==> src/inc/serial_pair_pkg.sv <==
// Constants and carrier types for the dual serial port pair.
// Assumes an 8-bit special-function register port driven by the MPU core.
package serial_pair_pkg;

    // ----------------------------------------
    // Register addresses
    // ----------------------------------------
    localparam logic [7:0] ADDR_POWER_CONTROL   = 8'h87;
    localparam logic [7:0] ADDR_PORT0_CTRL      = 8'h98;
    localparam logic [7:0] ADDR_PORT0_BUFFER    = 8'h99;
    localparam logic [7:0] ADDR_PORT1_CTRL      = 8'h9B;
    localparam logic [7:0] ADDR_PORT1_BUFFER    = 8'h9C;
    localparam logic [7:0] ADDR_WDOG_BAUD       = 8'hD8;
    localparam logic [7:0] ADDR_PORT0_RELOAD_LO = 8'hAA;
    localparam logic [7:0] ADDR_PORT0_RELOAD_HI = 8'hBA;
    localparam logic [7:0] ADDR_PORT1_RELOAD_LO = 8'h9D;
    localparam logic [7:0] ADDR_PORT1_RELOAD_HI = 8'hBB;

    // ----------------------------------------
    // Field positions
    // ----------------------------------------
    localparam int BIT_MODE_HI   = 7;
    localparam int BIT_MODE_LO   = 6;
    localparam int BIT_MULTIPROC = 5;
    localparam int BIT_RX_ENABLE = 4;
    localparam int BIT_TX_NINTH  = 3;
    localparam int BIT_RX_NINTH  = 2;
    localparam int BIT_TX_DONE   = 1;
    localparam int BIT_RX_DONE   = 0;
    localparam int BIT_RATE_DBL  = 7;
    localparam int BIT_STOP      = 1;
    localparam int BIT_IDLE      = 0;
    localparam int BIT_BAUD_SRC  = 7;

    // ----------------------------------------
    // Reset values and timing
    // ----------------------------------------
    localparam logic [7:0] RESET_REG      = 8'h00;
    localparam logic [9:0] RESET_RELOAD   = 10'h3FF;
    localparam int         OVERSAMPLE     = 16;
    localparam logic [5:0] FIXED_DIV_FAST = 6'h1F;  // Clock / 32
    localparam logic [5:0] FIXED_DIV_SLOW = 6'h3F;  // Clock / 64
    localparam int         CLK_PERIOD_NS  = 10;

    // Per-port configuration, as seen by a serial engine
    typedef struct packed {
        logic       nine_bit;
        logic       fixed_rate;
        logic       multiproc;
        logic       rx_enable;
        logic       tx_ninth;
        logic       stop_bit_to_ninth;
    } port_cfg_t;

    typedef struct packed {
        logic [7:0] data;
        logic       ninth;
    } frame_t;

endpackage : serial_pair_pkg

==> src/rtl/serial_engine.sv <==
// One full-duplex serial port: transmitter, receiver, two-entry receive buffer.
// Assumes bit_tick pulses once per bit time from the owning block.
`timescale 1ns/1ps
module serial_engine
    import serial_pair_pkg::*;
(
    input  wire logic                      clk_sys,
    input  wire logic                      srst,
    input  wire logic                      run,
    input  wire logic                      bit_tick,
    input  wire serial_pair_pkg::port_cfg_t cfg,
    input  wire logic                      tx_load,
    input  wire logic [7:0]                tx_byte,
    output logic                           tx_done,
    output logic                           txd,
    input  wire logic                      rxd,
    output logic                           rx_valid,
    input  wire logic                      rx_ready,
    output serial_pair_pkg::frame_t        rx_frame
);
    import serial_pair_pkg::*;

    // ----------------------------------------
    // Transmitter
    // ----------------------------------------
    logic [10:0] tx_shift_q;
    logic [3:0]  tx_left_q;
    logic        tx_pend_q;

    always_ff @(posedge clk_sys) begin
        tx_done <= 1'b0;
        if (srst) begin
            tx_shift_q <= '1;
            tx_left_q  <= 4'h0;
            tx_pend_q  <= 1'b0;
            txd        <= 1'b1;
        end else if (tx_load) begin
            // Stop bit, optional ninth, data LSB first, start bit
            tx_shift_q <= cfg.nine_bit ? {1'b1, cfg.tx_ninth, tx_byte, 1'b0}
                                       : {2'b11, tx_byte, 1'b0};
            tx_left_q  <= cfg.nine_bit ? 4'd11 : 4'd10;
            tx_pend_q  <= 1'b1;
        end else if (run && bit_tick && tx_left_q != 4'h0) begin
            txd        <= tx_shift_q[0];
            tx_shift_q <= {1'b1, tx_shift_q[10:1]};
            tx_left_q  <= tx_left_q - 4'h1;
        end else if (run && bit_tick && tx_pend_q) begin
            tx_pend_q <= 1'b0;
            tx_done   <= 1'b1;
        end
    end

    // ----------------------------------------
    // Receiver, sampled once per bit tick from the tick that finds the start bit low
    // ----------------------------------------
    logic [9:0] rx_shift_q;
    logic [3:0] rx_left_q;
    logic       rx_busy_q;
    logic       rx_half_q;
    logic       push;
    frame_t     push_frame;

    always_ff @(posedge clk_sys) begin
        push <= 1'b0;
        if (srst) begin
            rx_shift_q <= '0;
            rx_left_q  <= 4'h0;
            rx_busy_q  <= 1'b0;
            rx_half_q  <= 1'b0;
            push_frame <= '0;
        end else if (!cfg.rx_enable) begin
            rx_busy_q <= 1'b0;
        end else if (run && bit_tick) begin
            if (!rx_busy_q) begin
                if (!rxd) begin
                    rx_busy_q <= 1'b1;
                    rx_left_q <= cfg.nine_bit ? 4'd10 : 4'd9;
                end
            end else begin
                rx_shift_q <= {rxd, rx_shift_q[9:1]};
                rx_left_q  <= rx_left_q - 4'h1;
                if (rx_left_q == 4'h1) begin
                    rx_busy_q <= 1'b0;
                    // Ninth bit, or stop bit in 8-bit frames with multiprocessor bit clear
                    push_frame.data  <= cfg.nine_bit ? rx_shift_q[8:1] : rx_shift_q[9:2];
                    push_frame.ninth <= cfg.nine_bit ? rx_shift_q[9] : (cfg.stop_bit_to_ninth & rxd);
                    // Address filter for multiprocessor mode; rxd carries the stop bit here
                    push <= !(cfg.multiproc && cfg.nine_bit && !rx_shift_q[9]);
                end
            end
        end
    end

    // ----------------------------------------
    // Two-entry receive buffer
    // ----------------------------------------
    frame_t buf_q [2];
    logic   wr_q;
    logic   rd_q;
    logic [1:0] count_q;

    assign rx_valid = count_q != 2'd0;
    assign rx_frame = buf_q[rd_q];

    always_ff @(posedge clk_sys) begin
        if (srst) begin
            wr_q    <= 1'b0;
            rd_q    <= 1'b0;
            count_q <= 2'd0;
            buf_q[0] <= '0;
            buf_q[1] <= '0;
        end else begin
            // A full buffer drops the newest frame; the older ones stay intact
            if (push && count_q != 2'd2) begin
                buf_q[wr_q] <= push_frame;
                wr_q        <= ~wr_q;
            end
            if (rx_valid && rx_ready)
                rd_q <= ~rd_q;
            count_q <= count_q + 2'((push && count_q != 2'd2) ? 1 : 0)
                               - 2'((rx_valid && rx_ready) ? 1 : 0);
        end
    end

    buf_bound_a: assert property (@(posedge clk_sys) disable iff (srst) count_q <= 2'd2)
        else $error("receive buffer overfilled");
    tx_len_a: assert property (@(posedge clk_sys) disable iff (srst)
        tx_load |=> tx_left_q >= 4'd10) else $error("transmit frame length wrong");

endmodule : serial_engine

==> src/rtl/dual_serial_port_pair.sv <==
// Dual serial port pair: register file, baud generation and two serial engines.
// Assumes the MPU presents one-cycle register strobes on a special-function port.
//
// What this block does
// - Bytes shift least significant bit first on both lines of both ports.
// - Buffer write starts transmission; buffer read returns last received byte.
// - Both ports run independently, transmit and receive at once.
// - Baud-source bit picks timer 1 overflow or internal generator for port zero; port one always uses its generator.
// - Internal generator uses 10-bit reload from low and high registers.
// - Rates from 300 to 38400 bps, ninth-bit parity support.
// - Port zero mode 01 8-bit variable, 10 9-bit fixed, 11 9-bit variable.
// - Port zero mode 2 is 9-bit frame at clock over 32 or 64.
// - 8-bit frames carry start, eight data, one stop bit.
// - Port one mode bit 0 gives 9-bit frame, 1 gives 8-bit.
// - Rate-double bit in power control doubles the bit rate.
// - Reception runs only while the receive-enable bit is set.
// - Software bit supplies the ninth transmitted bit.
// - Ninth received bit, or stop bit in 8-bit mode with multiprocessor bit clear, captured; software clears.
// - Transmit flag set on completion, held until software clears.
// - Receive flag set on completion, held until software clears.
// - Flags ignore written ones and clear only on written zero.
// - In 9-bit frames, multiprocessor mode flags only those whose ninth bit is one.
// - Stop bit in power control halts ports until external interrupt.
`timescale 1ns/1ps
module dual_serial_port_pair
    import serial_pair_pkg::*;
(
    input  wire logic       clk_sys,
    input  wire logic       srst,
    input  wire logic [7:0] sfr_addr,
    input  wire logic       sfr_wr,
    input  wire logic       sfr_rd,
    input  wire logic [7:0] sfr_wdata,
    output logic [7:0]      sfr_rdata,
    input  wire logic       timer1_overflow,
    input  wire logic       ext_interrupt,
    input  wire logic       port0_rxd,
    output logic            port0_txd,
    input  wire logic       port1_rxd,
    output logic            port1_txd,
    output logic            port0_irq,
    output logic            port1_irq
);
    import serial_pair_pkg::*;

    // ----------------------------------------
    // Register file
    // ----------------------------------------
    logic [7:0] power_control_q;
    logic [7:0] watchdog_baud_control_q;
    logic [7:0] ctrl_q [2];
    logic [9:0] reload_q [2];
    logic [1:0] tx_done_ev;
    logic [1:0] rx_pop;
    logic [1:0] rx_valid;
    frame_t     rx_frame [2];
    logic [7:0] rx_byte_q [2];

    function automatic logic hit(input logic [7:0] a);
        return sfr_wr && sfr_addr == a;
    endfunction : hit

    // Written zero clears, written one leaves alone; hardware set wins
    function automatic logic flag_next(input logic cur, input logic wr,
                                       input logic wbit, input logic set);
        return set | (cur & ~(wr & ~wbit));
    endfunction : flag_next

    always_ff @(posedge clk_sys) begin
        if (srst) begin
            power_control_q         <= RESET_REG;
            watchdog_baud_control_q <= RESET_REG;
        end else begin
            if (hit(ADDR_POWER_CONTROL))
                power_control_q <= sfr_wdata;
            else if (ext_interrupt)
                power_control_q[BIT_STOP] <= 1'b0;
            if (hit(ADDR_WDOG_BAUD))
                watchdog_baud_control_q <= sfr_wdata;
        end
    end

    always_ff @(posedge clk_sys) begin
        if (srst) begin
            reload_q[0] <= RESET_RELOAD;
            reload_q[1] <= RESET_RELOAD;
        end else begin
            if (hit(ADDR_PORT0_RELOAD_LO)) reload_q[0][7:0] <= sfr_wdata;
            if (hit(ADDR_PORT0_RELOAD_HI)) reload_q[0][9:8] <= sfr_wdata[1:0];
            if (hit(ADDR_PORT1_RELOAD_LO)) reload_q[1][7:0] <= sfr_wdata;
            if (hit(ADDR_PORT1_RELOAD_HI)) reload_q[1][9:8] <= sfr_wdata[1:0];
        end
    end

    logic [7:0] ctrl_addr [2];
    logic [7:0] buf_addr  [2];
    assign ctrl_addr[0] = ADDR_PORT0_CTRL;
    assign ctrl_addr[1] = ADDR_PORT1_CTRL;
    assign buf_addr[0]  = ADDR_PORT0_BUFFER;
    assign buf_addr[1]  = ADDR_PORT1_BUFFER;

    // ----------------------------------------
    // Per-port control, flags, baud, engine
    // ----------------------------------------
    logic       run;
    logic       rate_double;
    assign run         = !power_control_q[BIT_STOP];
    assign rate_double = power_control_q[BIT_RATE_DBL];

    port_cfg_t  cfg [2];
    logic [1:0] bit_tick;
    logic [1:0] txd_w;

    for (genvar p = 0; p < 2; p++) begin : g_port
        logic [9:0] baud_cnt_q;
        logic [3:0] over_q;
        logic [5:0] fix_cnt_q;
        logic       src_tick;
        logic       use_timer1;
        logic       frame_ok;

        // Port zero modes; port one mode bit inverted sense
        if (p == 0) begin : g_cfg0
            assign cfg[p].nine_bit   = ctrl_q[p][BIT_MODE_HI];
            assign cfg[p].fixed_rate = ctrl_q[p][BIT_MODE_HI] & ~ctrl_q[p][BIT_MODE_LO];
            assign frame_ok          = ctrl_q[p][BIT_MODE_HI] | ctrl_q[p][BIT_MODE_LO];
            assign use_timer1        = watchdog_baud_control_q[BIT_BAUD_SRC];
        end else begin : g_cfg1
            assign cfg[p].nine_bit   = ~ctrl_q[p][BIT_MODE_HI];
            assign cfg[p].fixed_rate = 1'b0;
            assign frame_ok          = 1'b1;
            assign use_timer1        = 1'b0;
        end
        assign cfg[p].multiproc         = ctrl_q[p][BIT_MULTIPROC];
        assign cfg[p].rx_enable         = ctrl_q[p][BIT_RX_ENABLE] & frame_ok;
        assign cfg[p].tx_ninth          = ctrl_q[p][BIT_TX_NINTH];
        assign cfg[p].stop_bit_to_ninth = ~cfg[p].nine_bit & ~ctrl_q[p][BIT_MULTIPROC];

        // Reload down-counter; doubling halves the oversample count
        always_ff @(posedge clk_sys) begin
            if (srst) begin
                baud_cnt_q <= RESET_RELOAD;
                over_q     <= 4'h0;
                fix_cnt_q  <= 6'h00;
            end else if (run) begin
                baud_cnt_q <= (baud_cnt_q == 10'h000) ? reload_q[p] : baud_cnt_q - 10'h001;
                fix_cnt_q  <= (fix_cnt_q == 6'h00)
                            ? (rate_double ? FIXED_DIV_FAST : FIXED_DIV_SLOW) : fix_cnt_q - 6'h01;
                if (src_tick)
                    over_q <= (over_q == 4'h0)
                            ? 4'(rate_double ? OVERSAMPLE / 2 - 1 : OVERSAMPLE - 1) : over_q - 4'h1;
            end
        end

        assign src_tick    = use_timer1 ? timer1_overflow : (baud_cnt_q == 10'h000);
        assign bit_tick[p] = cfg[p].fixed_rate ? (fix_cnt_q == 6'h00) : (src_tick && over_q == 4'h0);

        // Control register with write-zero-to-clear flags
        logic rx_set;
        logic ninth_set;
        assign rx_set    = rx_pop[p];
        assign ninth_set = rx_pop[p] & rx_frame[p].ninth;
        assign rx_pop[p] = rx_valid[p] & ~ctrl_q[p][BIT_RX_DONE];

        always_ff @(posedge clk_sys) begin
            if (srst) begin
                ctrl_q[p]    <= RESET_REG;
                rx_byte_q[p] <= RESET_REG;
            end else begin
                if (hit(ctrl_addr[p]))
                    ctrl_q[p][7:3] <= sfr_wdata[7:3];
                // Ninth bit: loaded from each popped frame, also cleared by software writing zero
                ctrl_q[p][BIT_RX_NINTH] <= (rx_pop[p] ? rx_frame[p].ninth : ctrl_q[p][BIT_RX_NINTH])
                    & ~(hit(ctrl_addr[p]) & ~sfr_wdata[BIT_RX_NINTH] & ~ninth_set);
                ctrl_q[p][BIT_TX_DONE] <= flag_next(ctrl_q[p][BIT_TX_DONE], hit(ctrl_addr[p]),
                                                    sfr_wdata[BIT_TX_DONE], tx_done_ev[p]);
                ctrl_q[p][BIT_RX_DONE] <= flag_next(ctrl_q[p][BIT_RX_DONE], hit(ctrl_addr[p]),
                                                    sfr_wdata[BIT_RX_DONE], rx_set);
                if (rx_pop[p])
                    rx_byte_q[p] <= rx_frame[p].data;
            end
        end

        serial_engine u_engine (
            .clk_sys  (clk_sys),
            .srst     (srst),
            .run      (run),
            .bit_tick (bit_tick[p]),
            .cfg      (cfg[p]),
            .tx_load  (hit(buf_addr[p])),
            .tx_byte  (sfr_wdata),
            .tx_done  (tx_done_ev[p]),
            .txd      (txd_w[p]),
            .rxd      (p == 0 ? port0_rxd : port1_rxd),
            .rx_valid (rx_valid[p]),
            .rx_ready (rx_pop[p]),
            .rx_frame (rx_frame[p])
        );

        rx_flag_set_a: assert property (@(posedge clk_sys) disable iff (srst)
            rx_pop[p] |=> ctrl_q[p][BIT_RX_DONE]) else $error("receive flag not set");
        tx_flag_set_a: assert property (@(posedge clk_sys) disable iff (srst)
            tx_done_ev[p] |=> ctrl_q[p][BIT_TX_DONE]) else $error("transmit flag not set");
        flag_hold_a: assert property (@(posedge clk_sys) disable iff (srst)
            ctrl_q[p][BIT_TX_DONE] && !(hit(ctrl_addr[p]) && !sfr_wdata[BIT_TX_DONE])
            |=> ctrl_q[p][BIT_TX_DONE]) else $error("transmit flag dropped");
        flag_ones_a: assert property (@(posedge clk_sys) disable iff (srst)
            !ctrl_q[p][BIT_RX_DONE] && !rx_pop[p] |=> !ctrl_q[p][BIT_RX_DONE])
            else $error("receive flag set without frame");
        rx_byte_a: assert property (@(posedge clk_sys) disable iff (srst)
            rx_pop[p] |=> rx_byte_q[p] == $past(rx_frame[p].data)) else $error("received byte lost");
        rx_gate_a: assert property (@(posedge clk_sys) disable iff (srst)
            !cfg[p].rx_enable |=> !$rose(rx_valid[p])) else $error("receive while disabled");
        tx_cover_c: cover property (@(posedge clk_sys) tx_done_ev[p]);
        rx_cover_c: cover property (@(posedge clk_sys) rx_pop[p]);
    end

    assign port0_txd = txd_w[0];
    assign port1_txd = txd_w[1];
    assign port0_irq = ctrl_q[0][BIT_TX_DONE] | ctrl_q[0][BIT_RX_DONE];
    assign port1_irq = ctrl_q[1][BIT_TX_DONE] | ctrl_q[1][BIT_RX_DONE];

    // ----------------------------------------
    // Read-back
    // ----------------------------------------
    always_ff @(posedge clk_sys) begin
        if (srst) begin
            sfr_rdata <= RESET_REG;
        end else if (sfr_rd) begin
            unique case (sfr_addr)
                ADDR_POWER_CONTROL:   sfr_rdata <= power_control_q;
                ADDR_WDOG_BAUD:       sfr_rdata <= watchdog_baud_control_q;
                ADDR_PORT0_CTRL:      sfr_rdata <= ctrl_q[0];
                ADDR_PORT1_CTRL:      sfr_rdata <= {ctrl_q[1][7], 1'b0, ctrl_q[1][5:0]};
                ADDR_PORT0_BUFFER:    sfr_rdata <= rx_byte_q[0];
                ADDR_PORT1_BUFFER:    sfr_rdata <= rx_byte_q[1];
                ADDR_PORT0_RELOAD_LO: sfr_rdata <= reload_q[0][7:0];
                ADDR_PORT0_RELOAD_HI: sfr_rdata <= {6'h00, reload_q[0][9:8]};
                ADDR_PORT1_RELOAD_LO: sfr_rdata <= reload_q[1][7:0];
                ADDR_PORT1_RELOAD_HI: sfr_rdata <= {6'h00, reload_q[1][9:8]};
                default:              sfr_rdata <= 8'h00;
            endcase
        end
    end

    stop_halt_a: assert property (@(posedge clk_sys) disable iff (srst)
        !run && !hit(ADDR_POWER_CONTROL) && !ext_interrupt |=> !run) else $error("stop released early");
    stop_wake_a: assert property (@(posedge clk_sys) disable iff (srst)
        !run && ext_interrupt && !hit(ADDR_POWER_CONTROL) |=> run) else $error("no wake on interrupt");
    fixed_rate_a: assert property (@(posedge clk_sys) disable iff (srst)
        cfg[0].fixed_rate && run && bit_tick[0] && !hit(ADDR_POWER_CONTROL) |-> ##1 !bit_tick[0] [*8])
        else $error("fixed rate too fast");
    stop_cover_c: cover property (@(posedge clk_sys) $fell(run));

endmodule : dual_serial_port_pair

==> config.mk <==
export PLATFORM = sky130hd
export DESIGN_NAME = dual_serial_port_pair
export DESIGN_NICKNAME = d
export VERILOG_FILES = /design/src/inc/serial_pair_pkg.sv /design/src/rtl/serial_engine.sv /design/src/rtl/dual_serial_port_pair.sv
export SDC_FILE = /design/constraint.sdc
export NUM_CORES = 1
export LEC_CHECK = 0
export BUFFER_PORTS_ARGS = -buffer_cell sky130_fd_sc_hd__buf_2
export CAP_MARGIN = 20
export CORE_MARGIN = 2
export CORE_UTILIZATION = 25
export CTS_BUF_LIST = sky130_fd_sc_hd__clkbuf_4 sky130_fd_sc_hd__clkbuf_8 sky130_fd_sc_hd__clkbuf_16
export DETAILED_ROUTE_END_ITERATION = 6
export SYNTH_ARGS = -nofsm -noshare
export SYNTH_HDL_FRONTEND = slang
export SYNTH_HIERARCHICAL = 1
export SYNTH_SLANG_ARGS = --single-unit
==> constraint.sdc <==
create_clock -name clk_sys -period 2.25 [get_ports clk_sys]
set_input_delay 0.45 -clock clk_sys [delete_from_list [all_inputs] [get_ports clk_sys]]
set_output_delay 0.45 -clock clk_sys [all_outputs]
set_load 0.03 [all_outputs]
== Word level (Yosys, flattened, before mapping) ==
Memories as Yosys holds them, arrays and structs flattened. A register that Yosys moved wholly into a read port is not among the register bits.
Index checks and enable logic that the tools add are counted.

* Register bits: 152
* RAM bits: 88
* Input bits: 24
* Word-level logic and storage cells: 327
* Memories kept: 5

{| class="wikitable"
|+ Memories
! memory !! depth !! bits a word !! read ports !! clocked after memory_dff !! write ports !! RTL line !! source
|-
| reload_q || 2 || 10 || 2 || 0 || 2 || dual_serial_port_pair.sv:52 || <nowiki>logic [9:0] reload_q [2];</nowiki>
|-
| g_port[0].u_engine.buf_q || 2 || 9 || 1 || 1 || 2 || serial_engine.sv:97 || <nowiki>frame_t buf_q [2];</nowiki>
|-
| g_port[1].u_engine.buf_q || 2 || 9 || 1 || 1 || 2 || serial_engine.sv:97 ||
|-
| ctrl_q || 2 || 8 || 2 || 0 || 2 || dual_serial_port_pair.sv:51 || <nowiki>logic [7:0] ctrl_q [2];</nowiki>
|-
| rx_byte_q || 2 || 8 || 2 || 0 || 2 || dual_serial_port_pair.sv:57 || <nowiki>logic [7:0] rx_byte_q [2];</nowiki>
|}

* Add/subtract/negate cells: 13
* Equal/unequal tests: 18
* Multiplexer cells: 111
* Bitwise gates (word level): 78
* Reductions and logical operators: 65

{| class="wikitable"
|+ Operator list
! kind !! count
|-
| $eq A8 B8 Y1 const B || 10
|-
| $pmux W8 S10 || 1
|-
| $mux W1 || 75
|-
| $mux W8 || 6
|-
| $mux W11 || 4
|-
| $mux W4 || 11
|-
| $mux W10 || 4
|-
| $not A1 Y1 || 33
|-
| $logic_and A1 B1 Y1 || 26
|-
| $and A1 B1 Y1 || 24
|-
| $sub A4 B1 Y4 const B || 6
|-
| $or A1 B1 Y1 || 21
|-
| $logic_not A10 Y1 || 2
|-
| $sub A10 B1 Y10 const B || 2
|-
| $mux W9 || 2
|-
| $reduce_or A9 Y1 || 2
|-
| $reduce_bool A2 Y1 || 7
|-
| $mux W6 || 2
|-
| $reduce_and A2 Y1 || 6
|-
| $reduce_and A3 Y1 || 4
|-
| $mux W5 || 2
|-
| $reduce_or A5 Y1 || 2
|-
| $eq A4 B1 Y1 const B || 2
|-
| $logic_not A4 Y1 || 2
|-
| 12 further kinds || 29
|}

== Longest topological paths before layout ==
* Word-level depth: 9
* Gate-level depth with buffers: 10
* Gate-level depth less buffers: 10

== Cells and area by module ==
Netlist, hierarchy kept.

{| class="wikitable"
|+ Modules (own cells, without submodules)
! module !! times used !! cells each !! area an instance (um^2) !! seq. area each (um^2)
|-
| dual_serial_port_pair || 1 || 565 || 5,410.2 || 2,632.5
|-
| serial_engine (g_port[1].u_engine) || 1 || 302 || 2,954.1 || 1,461.4
|-
| serial_engine (g_port[0].u_engine) || 1 || 302 || 2,952.8 || 1,461.4
|}

== Least setup slack after synthesis ==
No wires, ideal clock.

* Path kind: reg2reg
* From: reg g_port[0].baud_cnt_q[0]
* To: reg g_port[0].u_engine.tx_left_q[3]
* Arrival: 2.338 ns
* Slack: -0.162 ns
* Stages on the path, launching flop included: 10
* Clock period less this slack: 2.412 ns
* Cells stage by stage: dfxtp_1 inv_1 ha_1 nor2b_1 nand4_1 a2111o_1 o21ai_0 nand2_1 or4_1 a31oi_1

* Word-level cells in the longest chain between the ends: 7

{| class="wikitable"
|+ RTL lines
! element !! RTL line !! source
|-
| from (decl) || dual_serial_port_pair.sv:115 || <nowiki>logic [9:0] baud_cnt_q;</nowiki>
|-
| from (signal assigned) || dual_serial_port_pair.sv:146 || <nowiki>baud_cnt_q <= (baud_cnt_q == 10'h000) ? reload_q[p] : baud_cnt_q - 10'h001;</nowiki>
|-
| $logic_not A10 Y1 || dual_serial_port_pair.sv:155 || <nowiki>assign src_tick = use_timer1 ? timer1_overflow : (baud_cnt_q == 10'h000);</nowiki>
|-
| $mux W1 || dual_serial_port_pair.sv:155 ||
|-
| $logic_and A1 B1 Y1 || dual_serial_port_pair.sv:156 || <nowiki>assign bit_tick[p] = cfg[p].fixed_rate ? (fix_cnt_q == 6'h00) : (src_tick && over_q == 4'h0);</nowiki>
|-
| $mux W1 || dual_serial_port_pair.sv:156 ||
|-
| via bit_tick[0] || dual_serial_port_pair.sv:111 || <nowiki>logic [1:0] bit_tick;</nowiki>
|-
| $logic_and A1 B1 Y1 (2 in a row) || serial_engine.sv:43 || <nowiki>end else if (run && bit_tick && tx_left_q != 4'h0) begin</nowiki>
|-
| $reduce_bool A2 Y1 (no source line) || n/a ||
|-
| to (signal assigned) || serial_engine.sv:41 || <nowiki>tx_left_q <= cfg.nine_bit ? 4'd11 : 4'd10;</nowiki>
|-
| to (signal assigned) || serial_engine.sv:46 || <nowiki>tx_left_q <= tx_left_q - 4'h1;</nowiki>
|-
| to (decl) || serial_engine.sv:27 || <nowiki>logic [3:0] tx_left_q;</nowiki>
|}

The timed path passes the listed nets, and every way through them passes these cells.
A chain may end at the register's enable or synchronous reset.

== Worst setup path in the final report ==
* From: reg g_port[0].baud_cnt_q[1]
* To: reg g_port[0].u_engine.rx_left_q[3]

* Word-level cells in the longest chain between the ends: 6

{| class="wikitable"
|+ RTL lines
! element !! RTL line !! source
|-
| $logic_not A10 Y1 || dual_serial_port_pair.sv:155 ||
|-
| $mux W1 || dual_serial_port_pair.sv:155 ||
|-
| $logic_and A1 B1 Y1 || dual_serial_port_pair.sv:156 ||
|-
| $mux W1 || dual_serial_port_pair.sv:156 ||
|-
| via bit_tick[0] || dual_serial_port_pair.sv:111 ||
|-
| $logic_and A1 B1 Y1 || serial_engine.sv:73 || <nowiki>end else if (run && bit_tick) begin</nowiki>
|-
| $reduce_and A3 Y1 (no source line) || n/a ||
|-
| to (signal assigned) || serial_engine.sv:77 || <nowiki>rx_left_q <= cfg.nine_bit ? 4'd10 : 4'd9;</nowiki>
|-
| to (signal assigned) || serial_engine.sv:81 || <nowiki>rx_left_q <= rx_left_q - 4'h1;</nowiki>
|-
| to (decl) || serial_engine.sv:57 || <nowiki>logic [3:0] rx_left_q;</nowiki>
|}

The timed path passes the listed nets, and every way through them passes these cells.

==> impl_results.md <==
* Synthesis-to-layout area growth at 21.64%
* CP Max Fanout at 5
* WP buf/inv at 3
* DIE WIDTH at 216.7 µm
* Antenna Nets Post-Route at 0
* Syn_area_per_cell at 9.686 µm²
* Synth Instances at 1,168
* H-tree levels at 1
* Syn Nets at 1,212
* Clock buffer count from CTS at 25
* Die Ht at 216.7 µm
* Overall power at 9586 µW
* CP most frequent cell: buf_6
* CTS max path bufs at 3
* Final period utilization at 1.015
* Skew final at 0.008092 ns
* Max Clock Freq at 438.0 MHz
* Leak at 0.005013 µW
* Failing checks: setup timing
* RSZ-0062 raised after global routing: true
* Finish-stage setup viols at 4
* Sequential Power Share at 0.482
* DR DRC count at 0
* Routed wire length at 29,240 µm
* Max-cap viol count at 0
* Setup crit start kind: register
* Sw frac at 0.2292
* Total grt overflow at 0
* Slew headroom at 0.4708
* Total GRT Usage at 0.1223
* Worst-path clk slew at 0.06 ns
* Filler cell count at 4,555
* Layout cells sized above 1 at 0.2057
* Routed wire per std cell at 15.67 µm
* DP HPWL at 20,380 µm
* Number of DRC markers in iteration 0 at 601
* Switching power at 2197 µW
* Cell Rows at 77
* Worst vdd ir at 0.5373 mV
* Top Family by Delay on Critical Path: simple AND/OR/NAND/NOR gates
* Status: finished, violations left
* Initial antenna violation count at 0
* Final worst-path setup slack at -0.03306 ns
* Comb pwr share at 0.070
* Core Box Area at 44,410 µm²
* Yosys warning count at 6
* Final hold viol count at 0
* Syn Std Cell Area at 11,310 µm²
* Placer Congestion at 0.8499
* Final net count at 1,299
* Non-Filler Instances at 1,866
* Clk_lat worst skew at 0.54 ns
* Slowest cell on the critical path: a2111o_1
* Hold WS at 0.2138 ns
* Global-route wire length before repair at 46,930 µm
* IO Pins at 36
* Largest net degree at the start of global routing at 79
* Tmin final at 2.283 ns
* Crit path kind: register to register
* Max incr delay on CP at 0.50 ns
* Hold Path Class: primary input to register
* Clock share of power at 0.449
* Port bufs at 35
* Initial Util at 0.2547
* Least-Margin Pin Slew at 0.7872 ns
* DP Cell Count at 1,814
* Area occupied by multi-input gates at 5454 µm²
* Arrival time worst endpoint at 2.73 ns
* Pint at 7389 µW
* Worst-path cell chain: inv_2, ha_4, nor2b_1, nand4_1, a2111o_1, o21ai_4, buf_6, and3_4, buf_6, a21oi_2, nor4_1
* TritonCTS clock tree: built
* Clk sinks at 237
* Slew Viols, Final at 0
* Detailed Routing Iterations Pass 1 at 5
* Via-to-Cell Ratio at 4.859
* Total vias in the final route at 9,067
* CTS root buffer: clkbuf_16
* Sequential cell area at 5558 µm²
* Worst EP required at 2.69 ns
* PwrDens at 696.6 nW/µm²
* Ant. Diodes at 0
* Number of global-route vias before repair at 8,746
* Die area at 46,970 µm²
* Crit end category: register
## layout make-up
class | count | area share
sequential | 237 | 0.4039
inverter | 48 | 0.01309
multi-input combinational | 815 | 0.3963
clock buffer | 39 | 0.05573
timing repair buffer | 128 | 0.06992
tap | 592 | 0.05382
clock inverter | 7 | 0.007273
## placed cells by master, fill, tap and decap left out, drive strengths merged, types with 11 or more instances in the layout
| cell type | n |
|---|---|
| edfxtp | 81 |
| ha | 20 |
| mux2 | 22 |
| buf | 128 |
| nand2 | 96 |
| and3 | 24 |
| nand3 | 44 |
| clkbuf | 39 |
| nor2 | 76 |
| and2 | 49 |
| nor4 | 11 |
| inv | 47 |
| o21ai | 55 |
| mux2i | 37 |
| nor2b | 14 |
| nor3 | 47 |
| a211oi | 32 |
| a21oi | 87 |
| nand2b | 23 |
| dfxtp | 156 |
## worst paths after layout
check                             startpoint                              end  slack, ns  cells past startpoint
hold reg to reg   g_port[1].u_engine/tx_done                     ctrl_q[1][1]       0.44                      2
setup / recovery     g_port[0].baud_cnt_q[1]  g_port[0].u_engine/rx_left_q[3]      -0.03                     11
setup reg to reg     g_port[0].baud_cnt_q[1]  g_port[0].u_engine/rx_left_q[3]      -0.03                     11
hold / removal                          srst  g_port[0].u_engine/tx_left_q[1]       0.21                      2
## routing by layer
layer / track usage / part of all wire / up-vias
li1: - / - / 4470
met1: 0.1627 / 0.45 / 4313
met2: 0.2016 / 0.46 / 223
met3: 0.01468 / 0.049 / 61
met4: 0.05023 / 0.035 / 0
met5: 0 / 0 / -
## through the flow
stage               setup slack, ns  setup TNS [ns]  area (µm²)    util
floorplan                  -0.01483        -0.01483       11340       -
global placement            -0.1435          -1.701       12670  0.2853
detailed placement          -0.2146          -1.793       12670  0.2853
CTS                       -0.003672       -0.008329       13580  0.3057
global route                -0.1249          -1.339       13760  0.3099
finish                     -0.03306        -0.07415       13760  0.3099
## worst reg2reg max path: cells and delay by family, from the launching register on
family | cells | cell delay [ns]
AND/OR/NAND/NOR | 4 | 0.72
AO/OA/AOI/OAI | 3 | 0.69
buffers and inverters | 3 | 0.35
flip-flops | 1 | 0.32
adder cells (fa/ha/maj) | 1 | 0.13
## power groups by stage
| stage | sequential (µW) | combinational [µW] | clock [µW] |
|---|---|---|---|
| 6_report | 4620 | 667 | 4300 |
| 5_1_grt | 4630 | 742 | 4550 |
| 4_1_cts | 4620 | 647 | 4390 |
| 3_5_place_dp | 4710 | 633 | 0 |
| 3_3_place_gp | 4710 | 620 | 0 |
| 2_1_floorplan | 4680 | 393 | 0 |
## timing repair
item,CTS,global route
buffers inserted,3,2
hold buffers,0,0
endpoints found under the setup margin,32,42
pin swaps,6,24
resized for setup,6,42
cloned,0,1
## flip-flops by register name, summed over array words and instances, names as in the netlist, 4 cells and up, named ones only
name	cells
sfr_rdata	8
g_port.baud_cnt_q	20
g_port.fix_cnt_q	6
watchdog_baud_control_q	8
ctrl_q	15
g_port.u_engine/rx_shift_q	18
g_port.u_engine/count_q	4
g_port.u_engine/tx_shift_q	20
reload_q	20
g_port.u_engine/push_frame	18
rx_byte_q	16
g_port.u_engine/rx_left_q	8
g_port.u_engine/buf_q	36
g_port.u_engine/tx_left_q	8
power_control_q	8
g_port.over_q	8
No activity file was read; power rests on OpenSTA's default activity.
